[src/rtl/pull_in_limit_pkg.sv]
// Purpose: shared constants for the loop pull-in limit register bank
// Assumes: byte-wide register port, one clock
// Notes: offsets are register addresses on the serial configuration port
package pull_in_limit_pkg;
	localparam int ADDR_W = 7;
	localparam int DATA_W = 8;
	localparam int LIMIT_W = 10;
	localparam int FREQ_W = 24;
	localparam logic [6:0] LIMIT_LOW_ADDR = 7'h41;
	localparam logic [6:0] LIMIT_HIGH_ADDR = 7'h42;
	localparam logic [7:0] LIMIT_LOW_RESET = 8'h76;
	localparam logic [1:0] LIMIT_HIGH_RESET = 2'h0;
	localparam int HIGH_FIELD_MSB = 1;
	localparam int HIGH_FIELD_LSB = 0;
	// limit step in units of 0.001 ppm-style fixed point: 0.07 -> 70 steps of 1/1000
	localparam int SCALE_NUM = 70;
endpackage

[src/rtl/loop_offset_clamp.sv]
// Purpose: clamp one timing loop's frequency offset to +/- limit
// Assumes: offsets already relative to the calibrated oscillator
// Notes: registered output, one cycle latency
`timescale 1ns/100ps
`default_nettype none
module loop_offset_clamp
#(
	parameter int W = 24
)
(
	input wire logic i_sys_clk,
	input wire logic i_sys_rst,
	input wire logic i_ce,
	input wire logic signed [W-1:0] i_request,
	input wire logic [W-1:0] i_bound,
	output logic signed [W-1:0] o_offset,
	output logic o_limited
);
	logic signed [W:0] req_x;
	logic signed [W:0] pos_x;
	logic signed [W:0] neg_x;
	assign req_x = {i_request[W-1], i_request};
	assign pos_x = {1'b0, i_bound};
	assign neg_x = -pos_x;
	// saturate at the boundary, pass through inside the range
	always_ff @(posedge i_sys_clk)
	begin
		if (i_sys_rst)
		begin
			o_offset <= '0;
			o_limited <= 1'b0;
		end
		else if (i_ce)
		begin
			if (req_x > pos_x)
			begin
				o_offset <= pos_x[W-1:0];
				o_limited <= 1'b1;
			end
			else if (req_x < neg_x)
			begin
				o_offset <= neg_x[W-1:0];
				o_limited <= 1'b1;
			end
			else
			begin
				o_offset <= i_request;
				o_limited <= 1'b0;
			end
		end
	end
endmodule
`default_nettype wire

[src/rtl/pull_in_limit_regs.sv]
// Purpose: pull-in limit registers and clamping of both timing loops
// Assumes: simple byte register port from the serial interface
// Notes: offsets in scaled units relative to calibrated oscillator
// What this block does
// - limit sets both loops' pull-in range
// - offset measured against the calibrated oscillator (i_osc_cal_offset subtracted)
// - calibrated oscillator used automatically as reference
// - limit is high[1:0] joined with low[7:0]
// - high register holds only bits 9:8
// - unsigned limit bounds both offset directions
// - offset bound is limit times 0.07 scale
`timescale 1ns/100ps
`default_nettype none
module pull_in_limit_regs
	import pull_in_limit_pkg::*;
(
	input wire logic i_sys_clk,
	input wire logic i_sys_rst,
	input wire logic i_ce,
	input wire logic i_wr_en,
	input wire logic [pull_in_limit_pkg::ADDR_W-1:0] i_addr,
	input wire logic [pull_in_limit_pkg::DATA_W-1:0] i_wr_data,
	output logic [pull_in_limit_pkg::DATA_W-1:0] o_rd_data,
	input wire logic signed [pull_in_limit_pkg::FREQ_W-1:0] i_main_loop_freq,
	input wire logic signed [pull_in_limit_pkg::FREQ_W-1:0] i_aux_loop_freq,
	input wire logic signed [pull_in_limit_pkg::FREQ_W-1:0] i_osc_cal_offset,
	output logic signed [pull_in_limit_pkg::FREQ_W-1:0] o_main_loop_offset,
	output logic signed [pull_in_limit_pkg::FREQ_W-1:0] o_aux_loop_offset,
	output logic o_main_limited,
	output logic o_aux_limited,
	output logic [pull_in_limit_pkg::LIMIT_W-1:0] o_pull_in_limit_value
);
	logic [7:0] limit_low_q;
	logic [1:0] limit_high_q;
	logic [LIMIT_W-1:0] limit_value;
	logic [FREQ_W-1:0] bound;
	logic signed [FREQ_W-1:0] main_req;
	logic signed [FREQ_W-1:0] aux_req;

	// register writes
	always_ff @(posedge i_sys_clk)
	begin
		if (i_sys_rst)
		begin
			limit_low_q <= LIMIT_LOW_RESET;
			limit_high_q <= LIMIT_HIGH_RESET;
		end
		else if (i_ce && i_wr_en)
		begin
			if (i_addr == LIMIT_LOW_ADDR)
				limit_low_q <= i_wr_data;
			if (i_addr == LIMIT_HIGH_ADDR)
				limit_high_q <= i_wr_data[HIGH_FIELD_MSB:HIGH_FIELD_LSB];
		end
	end

	// readback, unused bits and unmapped addresses read zero
	always_ff @(posedge i_sys_clk)
	begin
		if (i_sys_rst)
			o_rd_data <= '0;
		else if (i_ce)
		begin
			case (i_addr)
				LIMIT_LOW_ADDR: o_rd_data <= limit_low_q;
				LIMIT_HIGH_ADDR: o_rd_data <= {6'h00, limit_high_q};
				default: o_rd_data <= '0;
			endcase
		end
	end

	// limit assembly and scaling
	assign limit_value = {limit_high_q, limit_low_q};
	assign o_pull_in_limit_value = limit_value;
	assign bound = FREQ_W'(limit_value) * FREQ_W'(SCALE_NUM);

	// offsets relative to the calibrated oscillator
	assign main_req = i_main_loop_freq - i_osc_cal_offset;
	assign aux_req = i_aux_loop_freq - i_osc_cal_offset;

	// same bound for both loops
	loop_offset_clamp #(.W(FREQ_W)) u_main_clamp (
		.i_sys_clk(i_sys_clk),
		.i_sys_rst(i_sys_rst),
		.i_ce(i_ce),
		.i_request(main_req),
		.i_bound(bound),
		.o_offset(o_main_loop_offset),
		.o_limited(o_main_limited)
	);
	loop_offset_clamp #(.W(FREQ_W)) u_aux_clamp (
		.i_sys_clk(i_sys_clk),
		.i_sys_rst(i_sys_rst),
		.i_ce(i_ce),
		.i_request(aux_req),
		.i_bound(bound),
		.o_offset(o_aux_loop_offset),
		.o_limited(o_aux_limited)
	);
endmodule
`default_nettype wire

[config.mk]
export PLATFORM = sky130hd
export DESIGN_NAME = pull_in_limit_regs
export DESIGN_NICKNAME = d
export VERILOG_FILES = /design/src/rtl/pull_in_limit_pkg.sv /design/src/rtl/loop_offset_clamp.sv /design/src/rtl/pull_in_limit_regs.sv
export SDC_FILE = /design/constraint.sdc
export NUM_CORES = 1
export LEC_CHECK = 0
export BUFFER_PORTS_ARGS = -buffer_cell sky130_fd_sc_hd__clkbuf_2
export CAP_MARGIN = 20
export CELL_PAD_IN_SITES_DETAIL_PLACEMENT = 1
export CELL_PAD_IN_SITES_GLOBAL_PLACEMENT = 1
export CORE_ASPECT_RATIO = 1.2
export CORE_MARGIN = 2
export CORE_UTILIZATION = 30
export DETAILED_ROUTE_END_ITERATION = 8
export PLACE_DENSITY = 0.62
export REMOVE_ABC_BUFFERS = 1
export SLEW_MARGIN = 20
export SYNTH_ARGS = -nofsm -noshare
export SYNTH_HDL_FRONTEND = slang
export SYNTH_SLANG_ARGS = --single-unit
export TNS_END_PERCENT = 1
[constraint.sdc]
create_clock -name i_sys_clk -period 7 [get_ports i_sys_clk]
set_input_delay 0.35 -clock i_sys_clk [delete_from_list [all_inputs] [get_ports i_sys_clk]]
set_output_delay 0.35 -clock i_sys_clk [all_outputs]
set_load 0.01 [all_outputs]
After elaboration in Yosys (flattened, before gate mapping)
Index checks and enable logic that the tools add are counted.
Word-level totals
  flip-flop bits (word level): 68
  output and inout port bits: 68
Operators by class
  add/subtract/negate cells: 3
  equal/unequal tests: 2
  mux-type cells: 9
  order comparisons: 4
  multipliers: 1
  reductions and logical operators: 3
Operators by type and width (number)
  two-way mux 24 bit: 4
  < comparator 24 x 25 -> 1 bit: 2
  greater-than comparator 24 x 18 -> 1 bit: 2
  subtractor 24 bit: 2
  negator 17 -> 25 bit: 1
  multiplier 10 x 6 -> 16 bit (second input constant): 1
  one-hot mux 8 bit (2 select lines): 1
  == test 7 bit (second input constant): 2
  two-way mux 1 bit: 4
  AND reduction 2 bit: 2
  logical AND 1 bit: 1

Depth between registers and ports, before layout
  depth in word-level cells: 5
  depth in mapped cells: 27
  mapped depth without buffers: 25

Modules after synthesis
From an unflattened synthesis, not the netlist that was laid out.
Unflattened totals
  cell total of the unflattened synthesis: 1287
  area total of the unflattened synthesis: 9978.3 sq um
Modules (own cells, without submodules)
  pull_in_limit_regs: cells each 513, area an instance 3912.5 sq um, times used 1
  loop_offset_clamp (u_main_clamp): cells each 396, area an instance 3062.9 sq um, times used 1
  loop_offset_clamp (u_aux_clamp): cells each 378, area an instance 3002.9 sq um, times used 1

Worst setup path after synthesis
OpenSTA, ideal clock, no wires.
  path type: register to register
  start point: register limit_low_q[7]
  end point: register u_main_clamp.o_offset[16]
  setup slack: 1006 ps
  arrival time: 5872 ps
  stages on the path, launching flop included: 28
  buffers on the path: 2
  path through: dfxtp_1 -> ha_1 -> ha_1 -> inv_1 -> fa_1 -> inv_1 -> ha_1 -> a21o_1 -> a21o_1 -> nor2_1 -> xor2_1 -> nand4_1 -> or3_1 -> clkbuf_1 -> xnor2_1 -> inv_1 -> ha_1 -> o21ai_0 -> a21oi_1 -> a221oi_1 -> nand2b_1 -> a31oi_1 -> o21ai_0 -> a31oi_2 -> buf_2 -> mux2i_1 -> nor3_1 -> a221o_1
Between the ends
  cells in the longest elaborated chain, start to end: 5
Ends and longest elaborated chain
  start, declared: RTL line pull_in_limit_regs.sv:33  | logic [7:0] limit_low_q;
  start signal, assigned: RTL line pull_in_limit_regs.sv:51  | limit_low_q <= i_wr_data;
  multiplier 10 x 6 -> 16 bit *: RTL line pull_in_limit_regs.sv:75  | assign bound = FREQ_W'(limit_value) * FREQ_W'(SCALE_NUM);
  negator 17 -> 25 bit: RTL line loop_offset_clamp.sv:24  | assign neg_x = -pos_x;
  < comparator 24 x 25 -> 1 bit: RTL line loop_offset_clamp.sv:40  | else if (req_x < neg_x)
  two-way mux 24 bit: RTL line loop_offset_clamp.sv:40
  two-way mux 24 bit *: RTL line loop_offset_clamp.sv:35  | if (req_x > pos_x)
  end signal, assigned: RTL line loop_offset_clamp.sv:37  | o_offset <= pos_x[W-1:0];
  end signal, assigned: RTL line loop_offset_clamp.sv:42  | o_offset <= neg_x[W-1:0];
  end signal, assigned: RTL line loop_offset_clamp.sv:47  | o_offset <= i_request;
  end, declared: RTL line loop_offset_clamp.sv:16  | output logic signed [W-1:0] o_offset,
Every way passes the cells marked *; elsewhere a longest branch is shown, timed or not.
A chain may end at the register's enable or synchronous reset.

Worst setup path after layout
  start point: register limit_high_q[0]
  end point: register u_main_clamp.o_offset[9]
Between the ends
  cells in the longest elaborated chain, start to end: 5
Ends and longest elaborated chain
  start, declared: RTL line pull_in_limit_regs.sv:34  | logic [1:0] limit_high_q;
  start signal, assigned: RTL line pull_in_limit_regs.sv:53  | limit_high_q <= i_wr_data[HIGH_FIELD_MSB:HIGH_FIELD_LSB];
  multiplier 10 x 6 -> 16 bit *: RTL line pull_in_limit_regs.sv:75
  negator 17 -> 25 bit: RTL line loop_offset_clamp.sv:24
  < comparator 24 x 25 -> 1 bit: RTL line loop_offset_clamp.sv:40
  two-way mux 24 bit: RTL line loop_offset_clamp.sv:40
  two-way mux 24 bit *: RTL line loop_offset_clamp.sv:35
Marks and branches as above.

==> impl_results.md <==
* Yosys cell types at 78
* Die width at between 150 and 200 microns
* Delay of the slowest cell on the worst path at roughly 0.56 ns
* Fin util at 0.3633
* Max Cap Violations at 0
* CP Max Fanout at 8
* Mapped Avg Cell Area at 7.771 sq um
* Synth Area in Adders at 0.2445
* Mapped cell area at ~8600 sq um
* Maximum VDD drop at ~110 uV
* Post-CTS Hold Buffers at 0
* Drt first pass iters at 4
* Initial Utilization at 0.3058
* RSZ-0062 raised after global routing: no
* #FFs+latches synth at slightly below 70
* Worst endpoint required time at between 7 and 8 ns
* WP depth at 20
* Synth async-reset ratio at 0
* Clock slew at reported path FFs at 0.07 ns
* Initial DRC count at 330
* Count leader, synth: ha_1
* Largest family of logic cells by synthesized area: compound AO/OA/AOI/OAI gates
* Final WS setup at roughly 0.45 ns
* First-pass GRT wire length at 49.42 mm
* Synth area leader: ha_1
* Compound-gate portion of the synthesized area at 0.2908
* Final WL at 31.22 mm
* Largest delay contributor family on the critical path: compound AO/OA/AOI/OAI gates
* CTS Buf Count at 9
* Mean routed wirelength per cell at 18.96 microns
* Max-slew violations at 0
* Top cell type's share of synthesized area at 0.2258
* # setup viols final at 0
* Postcts setup bufs at 0
* Final hold vios at 0
* Crit path kind: flip-flop to flip-flop
* Initial antenna violation count at 0
* Leak pwr at 4.936 nW
* Slew HR at 0.2780
* Ports at 159
* Share of cells above drive strength 1 at 0.1727
* Setup TNS at 0 ns
* Largest net degree at the start of global routing at 33
* PwrDens at about 180 nW/um^2
* # nets final at 1517
* Worst-margin pin slew at 1.076 ns
* Worst slack at placement at 0.3730 ns
* Number of synthesized flops with an enable pin at 0
* Synth Flop Type: dfxtp_1
* Cells on Worst Hold Path at 3
* Post-synthesis xor/xnor area fraction at 0.05697
* GRT Util Overall at 0.2111
* IO Port Bufs at 158
* Grt total ovfl at 0
* Worst reg2reg path depth at 20
* Sequential-to-total area share from yosys stat at 0.1585
* Clock Skew at 0.01009 ns
* Die ar. at 30000 sq um
* Worst path bufs/invs at 3
* Crit path arrival time at 6.80 ns
* Placer Congestion at ~0.89
* Hold slack at 0.2102 ns
* Clock buffer depth at 2
* CP dominant cell by count: ha_1
* Slowest-stage cell, CP: xnor2_1
* Die H at 189.3 microns
* CTS tree: built
* CP Cell Sequence: ha_1 > ha_1 > inv_1 > fa_1 > inv_1 > ha_1 > nand2_1 > o21ai_1 > a31oi_1 > xnor2_1 > inv_1 > ha_1 > a21o_1 > a21o_1 > a2111oi_0 > a31oi_1 > or4_1 > o41a_1 > and2_1 > a221o_1
* Synth area leaders: ha_1, dfxtp_1, a21oi_1
* Fin crit share at 0.9358
* FMAX at about 0.15 GHz
* Post-synthesis cell count at 1105
* Detailed placement HPWL at 26.32 mm
* Tmin final at 6.551 ns
* Top cells by count, synth: ha_1, a21oi_1, inv_1
* Inserted Diodes at 0
* Worst skew pair latency at roughly 0.35 ns
* Yosys warns at 0
* Clk root buf: clkbuf_16
* Post-synthesis mux area share at 0.01195
* Number of global-route vias before repair at 9380
* Post-route ant nets at 0
* Synth-to-layout area growth at 18.81%
* Drc violations at 0
* Vias post-DR at 8874
* Vias per cell at 5.388
* Num rows at 67
* Nature of the critical path endpoint: flip-flop
* CTS Sinks at 68
* Hold Crit Class: primary input to flip-flop
* Worst setup SP type: flip-flop
* Outcome: completed
* Synth Area in Simple Gates at 0.1808
* Area of the core at 28080 sq um
* Htree depth at 3
==> what timing repair did <==
item / CTS / global route
hold endpoints to repair: 0 / 0
endpoints found under the setup margin: 0 / 1
gates resized for setup: 0 / 1
==> placed cells by master (no fill, tap or decap), drive strengths merged, types with 13 or more instances in the layout <==
cell,instances
a211oi,15
a21o,40
a21oi,96
and2,14
buf,24
clkbuf,168
dfxtp,68
ha,155
inv,93
nand2,90
nand2b,13
nand3,18
nand4,22
nor2,82
nor2b,17
nor3,15
o211ai,19
o21a,18
o21ai,61
xnor2,34
xor2,21
==> worst reg2reg max path: cells and delay by family (launching register included) <==
kind / cells / cell delay, ns
xor gates and xnor gates: 1 / 0.56
DFF: 1 / 0.47
and+or+nand+nor: 3 / 0.91
AOI/OAI and AO/OA: 8 / 2.31
buffers and inverters: 3 / 0.34
adders and majority gates: 5 / 1.84
==> cell families (layout without fill, tap and decap cells) <==
group | after synthesis | count (layout)
and+or+nand+nor | 318 | 318
buffers and inverters | 127 | 290
muxes | 10 | 10
adders and majority gates | 163 | 163
xor gates and xnor gates | 55 | 55
DFF | 68 | 68
AOI/OAI and AO/OA | 364 | 364
==> routing by layer <==
layer  GRT usage  routed length (microns)  vias to the layer above
met5           0                        0                        -
met4     0.05994                      770                        0
met3     0.02129                      861                       35
met2      0.3816                    15600                      150
met1      0.2628                    13990                     4270
li1            -                        -                     4419
==> power by group <==
group	switching [mW]	total [mW]	internal, mW
sequential	0.0276	0.452	0.425
combinational	0.528	0.860	0.332
clock	0.199	0.484	0.286
==> sequential cells by signal, indices dropped and copies added (netlist names) <==
register	count
u_aux_clamp.o_offset	24
limit_low_q	8
u_main_clamp.o_limited	1
u_main_clamp.o_offset	24
limit_high_q	2
o_rd_data	8
u_aux_clamp.o_limited	1
==> worst paths after layout <==
kind | slack [ns] | from | to
max | 0.45 | limit_high_q[0]$_SDFFE_PP0P_ | u_main_clamp.o_offset[9]$_SDFFE_PP0P_
min | 0.21 | i_wr_data[6] | limit_low_q[6]$_SDFFE_PP1P_
max reg2reg | 0.45 | limit_high_q[0]$_SDFFE_PP0P_ | u_main_clamp.o_offset[9]$_SDFFE_PP0P_
min reg2reg | 0.45 | u_aux_clamp.o_offset[21]$_SDFFE_PP0P_ | u_aux_clamp.o_offset[21]$_SDFFE_PP0P_
==> per-stage QoR <==
stage          total power, mW  instance area (sq um)  instances
6_report                 1.797                  10200       1647
5_1_grt                  1.922                  10200       1647
4_1_cts                  1.810                  10200       1647
3_5_place_dp             1.317                   9899       1631
3_3_place_gp             1.303                   9899       1631
2_1_floorplan            1.001                   8448       1070
==> layout make-up <==
type                       instances  area, sq um
multi-input combinational        910         6749
clock inverter                     6        62.56
fill                            3484        17880
sequential                        68         1361
inverter                          92        345.3
timing repair buffer             182        970.9
tap                              379        474.2
clock buffer                      10        239.0
No activity file was read; power rests on OpenSTA's default activity.
